**config.mk**
```make
export PLATFORM = sky130hd
export DESIGN_NAME = irq_reset_lowpower_ctrl
export DESIGN_NICKNAME = d
export VERILOG_FILES = /design/src/verilog/irq_pkg.sv /design/src/verilog/ext_request_detect.sv /design/src/verilog/reset_sequencer.sv /design/src/verilog/irq_reset_lowpower_ctrl.sv
export SDC_FILE = /design/constraint.sdc
export NUM_CORES = 1
export LEC_CHECK = 0
export BUFFER_PORTS_ARGS = -buffer_cell sky130_fd_sc_hd__buf_2
export CORE_MARGIN = 2
export CORE_UTILIZATION = 40
export DETAILED_ROUTE_END_ITERATION = 7
export GPL_TIMING_DRIVEN = 0
export PLACE_DENSITY_LB_ADDON = 0.2
export SLEW_MARGIN = 20
export SYNTH_ARGS = -nofsm -noshare
export SYNTH_HDL_FRONTEND = slang
export SYNTH_SLANG_ARGS = --single-unit
```
**constraint.sdc**
```tcl
create_clock -name hclk -period 2.85 [get_ports hclk]
set_clock_uncertainty 0.1 [all_clocks]
set_input_delay 0.57 -clock hclk [delete_from_list [all_inputs] [get_ports hclk]]
set_output_delay 0.57 -clock hclk [all_outputs]
set_load 0.02 [all_outputs]
```
**src/verilog/irq_pkg.sv**
```systemverilog
// How it works
// - Software trap is taken whatever the mask, except that it waits while the mask set by serving an earlier request stays on; vector pair 1FFC/1FFD.
// - Unmasked requests pending at trap fetch go first; later ones wait until after the trap.
// - Mask set holds off every maskable request; clearing it lets them through.
// - Falling edge on request pin is synchronised, latched, vectored via 1FFA/1FFB.
// - Port-B pins with pull-up enabled merge into the request-pin logic.
// - Build option picks edge-only or level-and-edge triggering.
// - Request latch clears when servicing starts, so a new pulse is kept.
// - Any timer flag with its enable gives one timer request, vector 1FF8/1FF9.
// - Any of five async-serial flags with enable gives one request, vector 1FF6/1FF7.
// - Either sync-serial flag with enable gives one request, vector 1FF4/1FF5.
// - Power-up holds reset 4064 cycles, longer while reset pin stays low.
// - 18-bit watchdog, 64 ms at 2 MHz, timeout resets like power-on.
// - Writing zero to bit 0 at 1FF0 restarts watchdog; reads give program byte.
// - Watchdog keeps counting in wait mode.
// - Watchdog clears on stop entry; interrupt exit keeps the 4064 recovery counts.
// - Self-check mode forces the watchdog off.
// - Stop switches the oscillator off and halts internal activity.
// - Stop entry cancels timer requests, clears timer prescaler, clears mask.
// - Only an external request or a reset ends stop mode.
// - Wait halts the core, keeps clocks, clears mask, resumes on any request.
// - Any reset sets the mask and vectors through 1FFE/1FFF.
// - External request beats a timer request pending at the same boundary.
package irq_pkg;
   // Service address pairs, first byte of each pair
   localparam int VEC_W = 13;
   localparam logic [12:0] VEC_RESET = 13'h1ffe;
   localparam logic [12:0] VEC_TRAP = 13'h1ffc;
   localparam logic [12:0] VEC_EXT = 13'h1ffa;
   localparam logic [12:0] VEC_TIMER = 13'h1ff8;
   localparam logic [12:0] VEC_ASYNC = 13'h1ff6;
   localparam logic [12:0] VEC_SYNC = 13'h1ff4;

   // Request vector order: bit 0 external, 1 timer, 2 async serial, 3 sync serial
   localparam int REQ_W = 4;

   // Register byte addresses; each register is one aligned word
   localparam int IDX_W = 14;
   localparam logic [13:0] IDX_WDT_SERVICE = 14'h1ff0;
   localparam logic [13:0] IDX_CTRL = 14'h1fe0;
   localparam logic [13:0] IDX_STATUS = 14'h1fe4;
   localparam int WDT_CLR_BIT = 0;

   // Control register: port-B pull-up enables and watchdog option
   localparam int CTRL_W = 9;
   localparam int CTRL_PULLUP_LSB = 0;
   localparam int CTRL_WDT_EN_BIT = 8;
   localparam logic [8:0] CTRL_RESET = 9'h100;

   // Status register fields
   localparam int STATUS_W = 10;
   localparam int STATUS_REQ_LSB = 0;
   localparam int STATUS_MASK_BIT = 4;
   localparam int STATUS_TRAP_BIT = 5;
   localparam int STATUS_MODE_LSB = 6;

   // Timing
   localparam int OSC_CNT_W = 12;
   localparam int OSC_DELAY_CYCLES = 4064;
   localparam logic [11:0] OSC_DELAY_LAST = 12'(OSC_DELAY_CYCLES - 1);
   localparam int RESET_PIN_MIN_CYCLES = 2;
   localparam int HCLK_KHZ = 40000;
   localparam int BUS_RATE_KHZ = 2000;
   localparam int WDT_TIMEOUT_MS = 64;
   localparam int WDT_TIMEOUT_TICKS_DEF = WDT_TIMEOUT_MS * BUS_RATE_KHZ;
   localparam int BUS_TICK_DIV_DEF = HCLK_KHZ / BUS_RATE_KHZ;

   // Power modes
   typedef enum logic [3:0] {
      MODE_RUN = 4'b0001,
      MODE_WAIT = 4'b0010,
      MODE_STOP = 4'b0100,
      MODE_RECOVER = 4'b1000
   } power_mode_t;
endpackage

```
**src/verilog/ext_request_detect.sv**
```systemverilog
module ext_request_detect #(
   parameter bit LEVEL_AND_EDGE = 1'b0,
   parameter int PORTB_WIDTH = 8
) (
   input wire logic hclk,
   input wire logic hresetn,
   input wire logic ext_request_n,
   input wire logic [PORTB_WIDTH-1:0] portb_pins,
   input wire logic [PORTB_WIDTH-1:0] portb_pullup_en,
   input wire logic clear,
   output logic request
);
   logic line_n;
   logic sync_a, sync_b, line_prev, latch;
   logic next_sync_a, next_sync_b, next_line_prev, next_latch;

   generate
      if (PORTB_WIDTH < 1) begin : g_bad_width
         $error("Port-B width must be at least one");
      end
   endgenerate

   // Enabled port-B pins pull the shared request line low like the pin does
   assign line_n = ext_request_n & (&(portb_pins | ~portb_pullup_en));

   // Two-stage synchroniser, then edge latch; a new edge wins over the clear
   always_comb begin
      next_sync_a = line_n;
      next_sync_b = sync_a;
      next_line_prev = sync_b;
      next_latch = latch;
      if (clear) begin
         next_latch = 1'b0;
      end
      if (line_prev && !sync_b) begin
         next_latch = 1'b1;
      end
   end

   always_ff @(posedge hclk or negedge hresetn) begin
      if (!hresetn) begin
         sync_a <= 1'b1;
         sync_b <= 1'b1;
         line_prev <= 1'b1;
         latch <= 1'b0;
      end else begin
         sync_a <= next_sync_a;
         sync_b <= next_sync_b;
         line_prev <= next_line_prev;
         latch <= next_latch;
      end
   end

   // Level option keeps asking while the line stays low
   assign request = latch || (LEVEL_AND_EDGE && !sync_b);
endmodule

```
**src/verilog/reset_sequencer.sv**
```systemverilog
module reset_sequencer (
   input wire logic hclk,
   input wire logic hresetn,
   input wire logic reset_pin_n,
   input wire logic wdt_timeout,
   input wire logic stopped,
   output logic core_reset
);
   import irq_pkg::*;

   logic [RESET_PIN_MIN_CYCLES-1:0] pin_hist, next_pin_hist;
   logic [OSC_CNT_W-1:0] cnt, next_cnt;
   logic pin_low;

   generate
      if (RESET_PIN_MIN_CYCLES < 2) begin : g_bad_filter
         $error("Reset pin filter needs at least two samples");
      end
   endgenerate

   // Shorter pulses than the minimum are ignored as glitches
   assign pin_low = (pin_hist == '0);

   // Delay restarts after watchdog timeout, or a pin reset out of stop
   always_comb begin
      next_pin_hist = {pin_hist[RESET_PIN_MIN_CYCLES-2:0], reset_pin_n};
      next_cnt = cnt;
      if (wdt_timeout || (stopped && pin_low)) begin
         next_cnt = '0;
      end else if (cnt != OSC_DELAY_LAST) begin
         next_cnt = OSC_CNT_W'(cnt + 1'b1);
      end
   end

   always_ff @(posedge hclk or negedge hresetn) begin
      if (!hresetn) begin
         pin_hist <= '1;
         cnt <= '0;
      end else begin
         pin_hist <= next_pin_hist;
         cnt <= next_cnt;
      end
   end

   assign core_reset = (cnt != OSC_DELAY_LAST) || pin_low;
endmodule

```
**src/verilog/irq_reset_lowpower_ctrl.sv**
```systemverilog
module irq_reset_lowpower_ctrl #(
   parameter int WDT_BITS = 18,
   parameter int WDT_TIMEOUT_TICKS = irq_pkg::WDT_TIMEOUT_TICKS_DEF,
   parameter int BUS_TICK_DIV = irq_pkg::BUS_TICK_DIV_DEF,
   parameter bit LEVEL_AND_EDGE = 1'b0,
   parameter int PORTB_WIDTH = 8
) (
   input wire logic hclk,
   input wire logic hresetn,
   input wire logic hsel,
   input wire logic [31:0] haddr,
   input wire logic [1:0] htrans,
   input wire logic hwrite,
   input wire logic [2:0] hsize,
   input wire logic [31:0] hwdata,
   input wire logic hready,
   output logic hreadyout,
   output logic [31:0] hrdata,
   output logic hresp,
   input wire logic ext_request_n,
   input wire logic [PORTB_WIDTH-1:0] portb_pins,
   input wire logic reset_pin_n,
   input wire logic self_check_mode,
   input wire logic [7:0] rom_service_byte,
   input wire logic [2:0] timer_status,
   input wire logic [2:0] timer_control,
   input wire logic [4:0] async_serial_status,
   input wire logic [4:0] async_serial_control_two,
   input wire logic [1:0] sync_serial_status,
   input wire logic [1:0] sync_serial_control,
   input wire logic instr_boundary,
   input wire logic trap_fetch,
   input wire logic stop_exec,
   input wire logic wait_exec,
   input wire logic mask_set,
   input wire logic mask_clear,
   output logic core_reset,
   output logic service_take,
   output logic [irq_pkg::VEC_W-1:0] service_vector,
   output logic irq_mask,
   output logic osc_enable,
   output logic cpu_halt,
   output logic timer_stop_clear
);
   import irq_pkg::*;

   localparam int TICK_W = $clog2(BUS_TICK_DIV + 1);

   generate
      if (WDT_TIMEOUT_TICKS < 2 || WDT_TIMEOUT_TICKS > (2 ** WDT_BITS)) begin : g_bad_wdt
         $error("Watchdog timeout does not fit the counter");
      end
      if (BUS_TICK_DIV < 1 || PORTB_WIDTH > 8) begin : g_bad_div
         $error("Bus tick divider or port-B width out of range");
      end
   endgenerate

   // Exact byte address match; used for both bus phases
   function automatic logic is_reg(input logic [31:0] addr, input logic [IDX_W-1:0] idx);
      return addr == {18'h00000, idx};
   endfunction

   // Lowest set bit wins, which is the highest vector address
   function automatic logic [REQ_W-1:0] pick_first(input logic [REQ_W-1:0] r);
      return r & REQ_W'(~r + 1'b1);
   endfunction

   function automatic logic [VEC_W-1:0] vec_of(input logic [REQ_W-1:0] one);
      logic [VEC_W-1:0] v;
      v = VEC_SYNC;
      if (one[0]) begin
         v = VEC_EXT;
      end else if (one[1]) begin
         v = VEC_TIMER;
      end else if (one[2]) begin
         v = VEC_ASYNC;
      end
      return v;
   endfunction

   logic ext_req, ext_clear, wdt_timeout, wdt_clear_wr, stop_entry, bus_tick, wdt_run;
   logic [REQ_W-1:0] hw_req, live;
   logic [CTRL_W-1:0] ctrl, next_ctrl;
   logic [STATUS_W-1:0] status;
   logic dp_write, next_dp_write;
   logic [31:0] dp_addr, next_dp_addr, next_hrdata;
   logic [TICK_W-1:0] tick_cnt, next_tick_cnt;
   logic [WDT_BITS-1:0] wdt_cnt, next_wdt_cnt;
   power_mode_t mode, next_mode;
   logic next_mask, trap_pending, next_trap, hold_trap, next_hold;
   logic [REQ_W-1:0] snap, next_snap;
   logic next_take, next_stop_clr;
   logic [VEC_W-1:0] next_vec;
   logic [OSC_CNT_W-1:0] rec_cnt, next_rec;

   // Flag and enable pairs fold into one request per source group
   assign hw_req = {|(sync_serial_status & sync_serial_control),
                    |(async_serial_status & async_serial_control_two),
                    |(timer_status & timer_control),
                    ext_req};

   ext_request_detect #(
      .LEVEL_AND_EDGE(LEVEL_AND_EDGE),
      .PORTB_WIDTH(PORTB_WIDTH)
   ) u_ext (
      .hclk(hclk),
      .hresetn(hresetn),
      .ext_request_n(ext_request_n),
      .portb_pins(portb_pins),
      .portb_pullup_en(ctrl[CTRL_PULLUP_LSB +: PORTB_WIDTH]),
      .clear(ext_clear),
      .request(ext_req)
   );

   reset_sequencer u_rst (
      .hclk(hclk),
      .hresetn(hresetn),
      .reset_pin_n(reset_pin_n),
      .wdt_timeout(wdt_timeout),
      .stopped(mode == MODE_STOP),
      .core_reset(core_reset)
   );

   // Zero-wait slave: read data is prepared in the address phase
   assign hreadyout = 1'b1;
   assign hresp = 1'b0;

   assign status[STATUS_REQ_LSB +: REQ_W] = hw_req;
   assign status[STATUS_MASK_BIT] = irq_mask;
   assign status[STATUS_TRAP_BIT] = trap_pending;
   assign status[STATUS_MODE_LSB +: 4] = mode;

   // Bus phases; only whole-word transfers are expected, so hsize is not decoded
   always_comb begin
      next_dp_write = hsel && hready && htrans[1] && hwrite;
      next_dp_addr = haddr;
      next_hrdata = hrdata;
      next_ctrl = ctrl;
      if (hsel && hready && htrans[1] && !hwrite) begin
         if (is_reg(haddr, IDX_WDT_SERVICE)) begin
            next_hrdata = {24'h000000, rom_service_byte};
         end else if (is_reg(haddr, IDX_CTRL)) begin
            next_hrdata = {{(32-CTRL_W){1'b0}}, ctrl};
         end else if (is_reg(haddr, IDX_STATUS)) begin
            next_hrdata = {{(32-STATUS_W){1'b0}}, status};
         end else begin
            next_hrdata = '0;
         end
      end
      if (dp_write && is_reg(dp_addr, IDX_CTRL)) begin
         next_ctrl = hwdata[CTRL_W-1:0];
      end
   end

   always_ff @(posedge hclk or negedge hresetn) begin
      if (!hresetn) begin
         dp_write <= 1'b0;
         dp_addr <= '0;
         hrdata <= '0;
         ctrl <= CTRL_RESET;
      end else begin
         dp_write <= next_dp_write;
         dp_addr <= next_dp_addr;
         hrdata <= next_hrdata;
         ctrl <= next_ctrl;
      end
   end

   // Only a zero in the clear bit services the watchdog; a one is ignored
   assign wdt_clear_wr = dp_write && is_reg(dp_addr, IDX_WDT_SERVICE) &&
                         !hwdata[WDT_CLR_BIT];
   assign stop_entry = (mode == MODE_RUN) && stop_exec && !core_reset;
   assign bus_tick = (tick_cnt == TICK_W'(BUS_TICK_DIV - 1));
   // Oscillator off in stop freezes it; wait mode still counts
   assign wdt_run = ctrl[CTRL_WDT_EN_BIT] && !self_check_mode &&
                    (mode != MODE_STOP) && !core_reset;
   assign wdt_timeout = wdt_run && bus_tick &&
                        (wdt_cnt == WDT_BITS'(WDT_TIMEOUT_TICKS - 1));

   // Watchdog counts bus ticks; recovery from stop counts too
   always_comb begin
      next_tick_cnt = bus_tick ? '0 : TICK_W'(tick_cnt + 1'b1);
      next_wdt_cnt = wdt_cnt;
      if (mode == MODE_STOP) begin
         next_tick_cnt = '0;
      end
      if (core_reset || wdt_clear_wr || stop_entry) begin
         next_wdt_cnt = '0;
      end else if (wdt_run && bus_tick) begin
         next_wdt_cnt = WDT_BITS'(wdt_cnt + 1'b1);
      end
   end

   always_ff @(posedge hclk or negedge hresetn) begin
      if (!hresetn) begin
         tick_cnt <= '0;
         wdt_cnt <= '0;
      end else begin
         tick_cnt <= next_tick_cnt;
         wdt_cnt <= next_wdt_cnt;
      end
   end

   // Requests seen at trap fetch that are still pending
   assign live = snap & hw_req;

   // Arbitration and power modes; reset overrides everything at the end
   always_comb begin
      next_mode = mode;
      next_mask = irq_mask;
      next_trap = trap_pending;
      next_hold = hold_trap;
      next_snap = snap;
      next_take = 1'b0;
      next_vec = service_vector;
      next_stop_clr = 1'b0;
      next_rec = rec_cnt;
      if (mask_set) begin
         next_mask = 1'b1;
      end else if (mask_clear) begin
         next_mask = 1'b0;
      end
      if (!irq_mask) begin
         next_hold = 1'b0;
      end
      case (mode)
         MODE_RUN: begin
            if (stop_exec) begin
               next_mode = MODE_STOP;
               next_mask = 1'b0;
               next_stop_clr = 1'b1;
            end else if (wait_exec) begin
               next_mode = MODE_WAIT;
               next_mask = 1'b0;
            end else if (instr_boundary) begin
               if (trap_pending && !irq_mask && live != '0) begin
                  next_take = 1'b1;
                  next_vec = vec_of(pick_first(live));
                  next_snap = snap & ~pick_first(live);
                  next_hold = 1'b1;
                  next_mask = 1'b1;
               end else if (trap_pending && !(irq_mask && hold_trap)) begin
                  next_take = 1'b1;
                  next_vec = VEC_TRAP;
                  next_trap = 1'b0;
                  next_snap = '0;
                  next_hold = 1'b0;
                  next_mask = 1'b1;
               end else if (!trap_pending && !irq_mask && hw_req != '0) begin
                  next_take = 1'b1;
                  next_vec = vec_of(pick_first(hw_req));
                  next_mask = 1'b1;
               end
            end
         end
         MODE_WAIT: begin
            if (hw_req != '0) begin
               next_mode = MODE_RUN;
            end
         end
         MODE_STOP: begin
            if (ext_req) begin
               next_mode = MODE_RECOVER;
               next_rec = '0;
            end
         end
         MODE_RECOVER: begin
            if (rec_cnt == OSC_DELAY_LAST) begin
               next_mode = MODE_RUN;
            end else begin
               next_rec = OSC_CNT_W'(rec_cnt + 1'b1);
            end
         end
         default: begin
            next_mode = MODE_RUN;
         end
      endcase
      // A new fetch beats a trap service in the same cycle, so no trap is lost
      if (trap_fetch) begin
         next_trap = 1'b1;
         next_snap = irq_mask ? '0 : hw_req;
      end
      if (core_reset) begin
         next_mode = MODE_RUN;
         next_mask = 1'b1;
         next_trap = 1'b0;
         next_hold = 1'b0;
         next_snap = '0;
         next_take = 1'b0;
         next_vec = VEC_RESET;
         next_stop_clr = 1'b0;
         next_rec = '0;
      end
   end

   // Latch clears on the same edge that announces the service
   assign ext_clear = next_take && (next_vec == VEC_EXT);

   always_ff @(posedge hclk or negedge hresetn) begin
      if (!hresetn) begin
         mode <= MODE_RUN;
         irq_mask <= 1'b1;
         trap_pending <= 1'b0;
         hold_trap <= 1'b0;
         snap <= '0;
         service_take <= 1'b0;
         service_vector <= VEC_RESET;
         timer_stop_clear <= 1'b0;
         rec_cnt <= '0;
      end else begin
         mode <= next_mode;
         irq_mask <= next_mask;
         trap_pending <= next_trap;
         hold_trap <= next_hold;
         snap <= next_snap;
         service_take <= next_take;
         service_vector <= next_vec;
         timer_stop_clear <= next_stop_clr;
         rec_cnt <= next_rec;
      end
   end

   // Core halts outside run; oscillator stays on except in stop
   assign cpu_halt = (mode != MODE_RUN);
   assign osc_enable = (mode != MODE_STOP);

   logic at_bnd;
   assign at_bnd = instr_boundary && (mode == MODE_RUN) && !stop_exec && !wait_exec &&
                   !core_reset;
endmodule

```
# Yosys cells after proc, flatten, opt, wreduce, memory -nomap -nowiden
# Cells that the tools add are included.
dict set report totals {
  register_bits 153
}
dict set report op_classes {
  add_sub_neg 6
  eq_ne 24
  n_mux 82
  bitwise_logic 13
  reduce_logical 54
}
# cell count
set ops {}
lappend ops {{32-bit by 13-bit equality test with 1-bit output, second input constant} 5}
lappend ops {{13-bit two-way mux} 8}
lappend ops {{4-bit two-way mux} 19}
lappend ops {{12-bit two-way mux} 5}
lappend ops {{1-bit two-way mux} 39}
lappend ops {{18-bit two-way mux} 2}
lappend ops {{10-bit two-way mux} 3}
lappend ops {{12-bit by 1-bit adder with 12-bit output, second input constant} 2}
lappend ops {{12-bit case mux with 2 select lines} 1}
lappend ops {{1-bit logical AND} 23}
lappend ops {{18-bit by 1-bit adder with 18-bit output, second input constant} 1}
lappend ops {{18-bit by 17-bit equality test with 1-bit output, second input constant} 1}
lappend ops {{4-bit case mux with 4 select lines} 1}
lappend ops {{3-bit != test, second input constant} 5}
lappend ops {{13-bit equality test, second input constant} 1}
lappend ops {{4-bit AND} 3}
lappend ops {{12-bit equality test, second input constant} 1}
lappend ops {{12-bit != test, second input constant} 1}
lappend ops {{3-bit nonzero test} 4}
lappend ops {{4-bit nonzero test} 3}
lappend ops {{5-bit two-way mux} 2}
lappend ops {{1-bit zero test} 8}
lappend ops {{4-bit inverter} 2}
lappend ops {{8-bit inverter} 1}
lappend ops {{other kinds (30)} 38}

# Depth between registers and ports, before layout
# Gate-level depths: netlist (run 1).
dict set report logic_depth {
  ltp_word 20
  ltp_mapped 8
  mapped_depth_nobuf 7
}

# Hierarchy
# A second synthesis (run 1) with hierarchy kept.
dict set report hier_totals {
  cells_unflattened 565
  area_unflattened_um2 6130.9
}
# module instances cells_each area_per_inst_um2 seq_area_each_um2
set modules_own_cells {}
lappend modules_own_cells {irq_reset_lowpower_ctrl 1 479 5242.5 2846.5}
lappend modules_own_cells {reset_sequencer 1 67 698.2 352.8}
lappend modules_own_cells {ext_request_detect 1 19 190.2 103.8}

# Worst setup path after synthesis (run 1)
# No wires, ideal clock.
dict set report synth_path {
  path_type {reg2out}
  startpoint {reg u_rst.cnt[0]}
  endpoint {out core_reset}
  arrival_time_ns 1.697
  setup_slack_ns 0.483
  path_stages_with_launch 7
  path_buffers 1
  path_cell_list {dfrtp_1 -> ha_1 -> nand4_1 -> or4_4 -> nor2_8 -> inv_4 -> buf_2}
}
dict set report synth_between {
  elab_chain_len 2
}
# item line_no
set synth_lines {}
lappend synth_lines {{from (decl)} reset_sequencer.sv:12} ;# logic [OSC_CNT_W-1:0] cnt, next_cnt;
lappend synth_lines {{from (signal assigned)} reset_sequencer.sv:41} ;# cnt <= next_cnt;
lappend synth_lines {{12-bit != test} reset_sequencer.sv:45} ;# assign core_reset = (cnt != OSC_DELAY_LAST) || pin_low;
lappend synth_lines {{1-bit logical OR} reset_sequencer.sv:45}
lappend synth_lines {{to (decl)} irq_reset_lowpower_ctrl.sv:37} ;# output logic core_reset,
# Every way passes these cells.

# Final worst setup path (run 1)
dict set report layout_path {
  startpoint {reg u_rst.cnt[5]}
  endpoint {out core_reset}
}
# The elaborated chain is that of the path after synthesis.

==> results of run 1 <==
## report_power, final
| group | leakage, nW | internal (mW) | switching, mW |
|---|---|---|---|
| sequential | 1.66 | 1.94 | 0.0688 |
| clock | 0.282 | 1.31 | 0.875 |
| combinational | 1.56 | 0.173 | 0.211 |
## metrics by stage
stage	instances	TNS (ns)	hold slack (ns)
after floorplan	606	0	0.174
after global placement	937	-66.20	0.247
after detailed placement	938	-0.00298	0.248
after CTS	976	0	0.137
after global routing	976	0	0.136
final	976	0	0.151
## cell type report
cell class,instances,area [um^2],area share [%]
inverter,24,92.6,1.17
timing repair buffer,128,693,8.75
buffer,39,262,3.30
clock inverter,15,166,2.10
multi-input combinational,411,2720,34.3
tap,211,264,3.33
sequential,131,3300,41.7
clock buffer,17,425,5.37
## critical path: cells and delay by family, from the launching register on
kind / cells / cell delay (ns)
buf+inv: 2 / 0.26
flops: 1 / 0.42
simple gates: 3 / 0.97
## per-layer routing
metal  GRT usage, %  share of wire, %  up-vias
met5              0                 0        -
met4           8.57               2.6        0
met3           4.87               5.9       25
met2           29.1                47      174
met1           24.2                45     2345
li1               -                 -     2414
## sequential cells by signal, indices dropped and copies added, names as in the netlist, 2 cells and up
| signal | count |
|---|---|
| wdt_cnt | 18 |
| u_rst.pin_hist | 2 |
| u_rst.cnt | 12 |
| rec_cnt | 12 |
| service_vector | 13 |
| mode | 4 |
| dp_addr | 32 |
| tick_cnt | 5 |
| ctrl | 9 |
| hrdata | 10 |
| snap | 4 |
## repair_timing
item	4_1_cts	5_1_grt
cloned	0	0
endpoints found under the setup margin	1	1
gates resized for setup	2	4
pin swaps	2	1
hold buffers	1	0
setup buffers	6	0
endpoints found under the hold margin	43	0
## worst min path at each step
stage / end / depth (start not counted)
after floorplan: ctrl[0] / 0
after global placement: u_ext.next_line_prev / 0
after global routing: u_rst.pin_hist[0] / 1
after CTS: u_rst.pin_hist[0] / 1
after detailed placement: u_ext.next_line_prev / 0
final: u_rst.pin_hist[0] / 1
## cell usage after synthesis (5+ instances only)
cell type	count	area share, %
a21oi_1	21	1.7
a32o_1	5	0.80
and3_1	9	0.90
and4_1	6	0.84
buf_4	26	3.1
clkbuf_1	10	0.60
dfrtp_1	111	44
dfstp_2	20	8.4
inv_1	23	1.4
mux2_2	11	2.0
mux2i_1	8	1.3
nand2_1	45	2.7
nand2b_1	5	0.50
nand3_1	23	1.8
nand4_1	16	1.6
nor2_1	58	3.5
nor3_1	12	0.96
nor4_1	14	1.4
o21ai_0	25	2.0
or2_1	9	0.90
or3_1	5	0.50
or4_1	6	0.72
xnor2_1	14	2.0
xor2_1	11	1.5
## logic make-up after synthesis
logic type | count (synthesis) | synth area share (%)
simple gates | 241 | 22.0
flops | 131 | 52.7
compound gates | 98 | 11.9
buf+inv | 64 | 5.71
xor+xnor | 25 | 3.49
mux | 19 | 3.25
fa+ha+maj | 4 | 0.798
other cells | 2 | 0.120
==> results.md, run 1 <==
* Slew @ Worst Pin at 0.809 ns
* Max Transition Viols Final at 0
* Clock root cell: clkbuf_16
* YS warnings at 0
* Final wirelength at 14.5 mm
* Reg2reg path depth at 9
* Antenna cells at 0
* Pleak at 3.51 nW
* CTS tree: yes
* Hold Crit Class: in2reg
* Critical path capture point: core_reset
* GRT overflow at 0
* Maximum Capacitance Violations at 0
* HPWL after DPL at 10.8 mm
* Area growth, synth to finish at 26.3%
* Height of the die at 129 um
* Worst slack, placed at -0.00298 ns
* RSZ-0062 raised after global routing: no
* Seq/Total Area, Yosys at 52.7%
* Worst Path Required at 2.18 ns
* Clk sink count at 131
* Worst Setup SP: u_rst.cnt[5]
* Layout Utilization at 51.9%
* Initial Util at 41.1%
* First-pass GRT wire length at 24.0 mm
* Endpoint class of the critical path: primary output
* Share of cells above drive strength 1 at 31.9%
* R2R Path Start: u_rst.cnt[0]
* R2R Path End: u_rst.cnt[8]
* Final Cell Area at 7920 um^2
* Fillers at 1378
* Most frequent cells in the layout: buf_2 (120), dfrtp_1 (110), nor2_1 (58), nand2_1 (45), buf_4 (32)
* Worst Setup Path Type: reg2out
* RD Place Congestion at 0.853
* Clock tree buffer depth at 2
* Drt first pass iters at 5
* Async SR Flop Fraction at 100%
* FP Rows at 45
* Crit-path max FO at 15
* Port Buffers at 120
* Worst setup SP type: flop
* Final net count at 875
* Initial antenna violation count at 0
* Status: complete, no violations
* Vias/cell at 5.08
* DR iter-0 viols at 356
* Top Ports at 172
* Syn Area/Cell at 10.7 um^2
* Final hold violations at 0
* Core Box Area at 15300 um^2
* Post-DP Area at 7260 um^2
* Most common cell after layout, fill and taps aside: buf_2
* Total GRT Usage at 18.6%
* Final total power at 4.57 mW
* Routed via count at 4958
* # DRC at 0
* Clk_lat worst skew at 0.42 ns
* Yosys cell types at 74
* Vias in the first global route at 4873
* Hold Startpoint: reset_pin_n
* Number of synthesized flops with an enable pin at 0
* CP max-delay cell: or4_4
* Synthesized cell area at 6270 um^2
* DRT antenna net count at 0
* Critical path arrival at 2.07 ns
* DR WL/cell at 14.9 um
* Peak Freq at 365 MHz
* Slew Limit Headroom at 46.0%
* R2R Setup Slk at 0.24 ns
* Reg clk slew, reported paths at 0.06 ns
* Die ar. at 16700 um^2
* Final min period at 2.74 ns
* Final worst setup slack at 0.107 ns
* H-tree levels at 4
* Die Wd at 129 um
* Setup violations, final at 0
* Crit-path cells: nand2b_2, or4_4, nor2_8, inv_4, buf_2
* PwrDens at 577 nW/um^2
* Slowest cell delay on critical path at 0.55 ns
* Yosys reg bits at 131
* Synth Instances at 584
* Largest net degree at the start of global routing at 88
* Final worst-path cycle share at 96.2%
* Main synth FF type: dfrtp_1
* Maximum VDD drop at 0.401 mV
* Total CTS buffers at 17
Note: power is estimated with default switching activity, not from simulation.
==> run 2: changes to the inputs <==
==> constraint.sdc (replaced) <==
create_clock -name hclk -period 2.95 [get_ports hclk]
set_clock_uncertainty 0.1 [all_clocks]
set_input_delay 0.59 -clock hclk [delete_from_list [all_inputs] [get_ports hclk]]
set_output_delay 0.59 -clock hclk [all_outputs]
set_load 0.02 [all_outputs]
==> results.md, run 2 (synthesized netlist as in run 1, its figures left out) <==
* Largest net degree at the start of global routing at 88
* Max Transition Viols Final at 0
* RSZ-0062 raised after global routing: no
* Clock tree buffer depth at 2
* Final hold violations at 0
* Total GRT Usage at 18.6%
* Port Buffers at 120
* Endpoint class of the critical path: primary output
* DRT antenna net count at 0
* Peak Freq at 351 MHz
* Core Box Area at 15300 um^2
* Initial antenna violation count at 0
* CP top delay family: simple AND/OR/NAND/NOR gates
* Final min period at 2.85 ns
* CP max-delay cell: or4_4
* Antenna cells at 0
* Placed cells at 938
* Hold Startpoint: reset_pin_n
* Slew Limit Headroom at 46.2%
* Crit-path max FO at 15
* Share of cells above drive strength 1 at 31.5%
* Final wirelength at 14.5 mm
* PwrDens at 558 nW/um^2
* Worst setup SP type: flop
* Most flops, register: dp_addr
* Slowest cell delay on critical path at 0.59 ns
* # DRC at 0
* Sequential Power Share at 43.9%
* Reg clk slew, reported paths at 0.06 ns
* Pleak at 3.50 nW
* Height of the die at 129 um
* R2R Path Start: u_rst.cnt[0]
* RD Place Congestion at 0.853
* Post-DP Area at 7260 um^2
* Combinational share of power at 8.4%
* Largest registers: dp_addr x32, wdt_cnt x18, service_vector x13
* DR iter-0 viols at 366
* Routed via count at 4950
* First-pass GRT wire length at 24.0 mm
* DR WL/cell at 14.9 um
* Final net count at 875
* Area growth, synth to finish at 26.2%
* Initial Util at 41.1%
* Switching Share at 25.2%
* CTS tree: yes
* Most frequent cells in the layout: buf_2 (120), dfrtp_1 (111), nor2_1 (58), nand2_1 (45), buf_4 (32)
* Vias in the first global route at 4873
* CP bufs+invs at 2
* Die ar. at 16700 um^2
* HPWL after DPL at 10.8 mm
* Maximum Capacitance Violations at 0
* Most common cell after layout, fill and taps aside: buf_2
* Top Ports at 172
* Status: complete, no violations
* Hold Crit Class: in2reg
* Setup violations, final at 0
* Total CTS buffers at 17
* Vias/cell at 5.07
* Clock root cell: clkbuf_16
* Final worst-path cycle share at 96.5%
* Slew @ Worst Pin at 0.807 ns
* Final non-filler cell total at 976
* Crit-path cells: ha_4, nand4_1, or4_4, nor2_8, inv_4, buf_2
* Die Wd at 129 um
* Clk_lat worst skew at 0.42 ns
* Net Sw Power at 1.11 mW
* Final Cell Area at 7920 um^2
* Critical path arrival at 2.16 ns
* Clk sink count at 131
* Worst Setup Path Type: reg2out
* H-tree levels at 4
* FP Rows at 45
* Worst Path Required at 2.26 ns
* Worst Setup SP: u_rst.cnt[0]
* Maximum VDD drop at 0.386 mV
* Drt first pass iters at 5
* Largest register FFs at 32
* Clock network fraction of total power at 47.7%
* GRT overflow at 0
* P_int at 3.30 mW
## run 2: cell types whose count changed in the layout (fill, tap and decap cells not counted)
| cell | delta |
|---|---|
| dfrtp_2 | -1 |
| nand2b_1 | +1 |
| clkbuf_2 | -1 |
| clkbuf_1 | +1 |
| dfrtp_1 | +1 |
| nand2b_2 | -1 |
## run 2: stage by stage
stage	total power, mW	util, %	TNS, ns	setup slack [ns]	hold WS, ns
2_1_floorplan	2.15	-	0	0.563	0.194
3_3_place_gp	2.29	47.3	-57.02	-0.522	0.247
3_5_place_dp	2.31	47.6	0	0.0770	0.248
4_1_cts	4.45	51.9	0	0.0865	0.157
5_1_grt	4.60	51.9	0	0.00105	0.156
6_report	4.41	51.9	0	0.103	0.172
## run 2: power groups by stage
| stage | Clock, mW | Combinational (mW) | Sequential (mW) |
|---|---|---|---|
| detailed placement | 0 | 0.346 | 1.97 |
| global route | 2.23 | 0.417 | 1.95 |
| floorplan | 0 | 0.197 | 1.95 |
| global placement | 0 | 0.326 | 1.97 |
| CTS | 2.14 | 0.371 | 1.94 |
| finish | 2.11 | 0.369 | 1.94 |
## run 2: final timing paths
kind	endpoint	depth (start not counted)	slack, ns
worst max register to register	u_rst.cnt[8]	9	0.37
worst min register to register	u_ext.next_line_prev	0	0.26
worst max-delay path	core_reset	6	0.10
worst min-delay path	u_rst.pin_hist[0]	1	0.17
min in group asynchronous	service_take	2	0.57
max in group asynchronous	service_vector[6]	3	1.42
## run 2: cell type report
| cell class | instances | area [um^2] |
|---|---|---|
| sequential | 131 | 3300 |
| tap | 211 | 264 |
| clock buffer | 17 | 425 |
| buffer | 39 | 260 |
| clock inverter | 15 | 166 |
| inverter | 24 | 92.6 |
| timing repair buffer | 128 | 693 |
| fill | 1377 | 7340 |
| multi-input combinational | 411 | 2710 |
## run 2: what timing repair did
action                                  in CTS  in global routing
endpoints found under the setup margin       1                  0
resized for setup                            2                  0
hold buffers                                 1                  0
endpoints found under the hold margin       43                  0
setup buffers                                6                  0
## run 2: metal layers
metal  GRT usage [%]  vias to the layer above  share of wire (%)  wire length (um)
met5               0                        -                  0                 0
li1                -                     2413                  -                 -
met3            4.87                       24                6.2               903
met4            8.57                        0                2.6               380
met1            24.2                     2339                 45              6480
met2            29.1                      174                 47              6750
## run 2: worst reg2reg max path, stage by stage, from the launching register on
cell and delay, ns:
dfrtp_1 0.40, ha_4 0.17, nand4_1 0.15, buf_4 0.17, buf_4 0.14, nor4_2 0.63
nand3_1 0.16, o21ai_1 0.26, buf_4 0.23, nor2_1 0.07
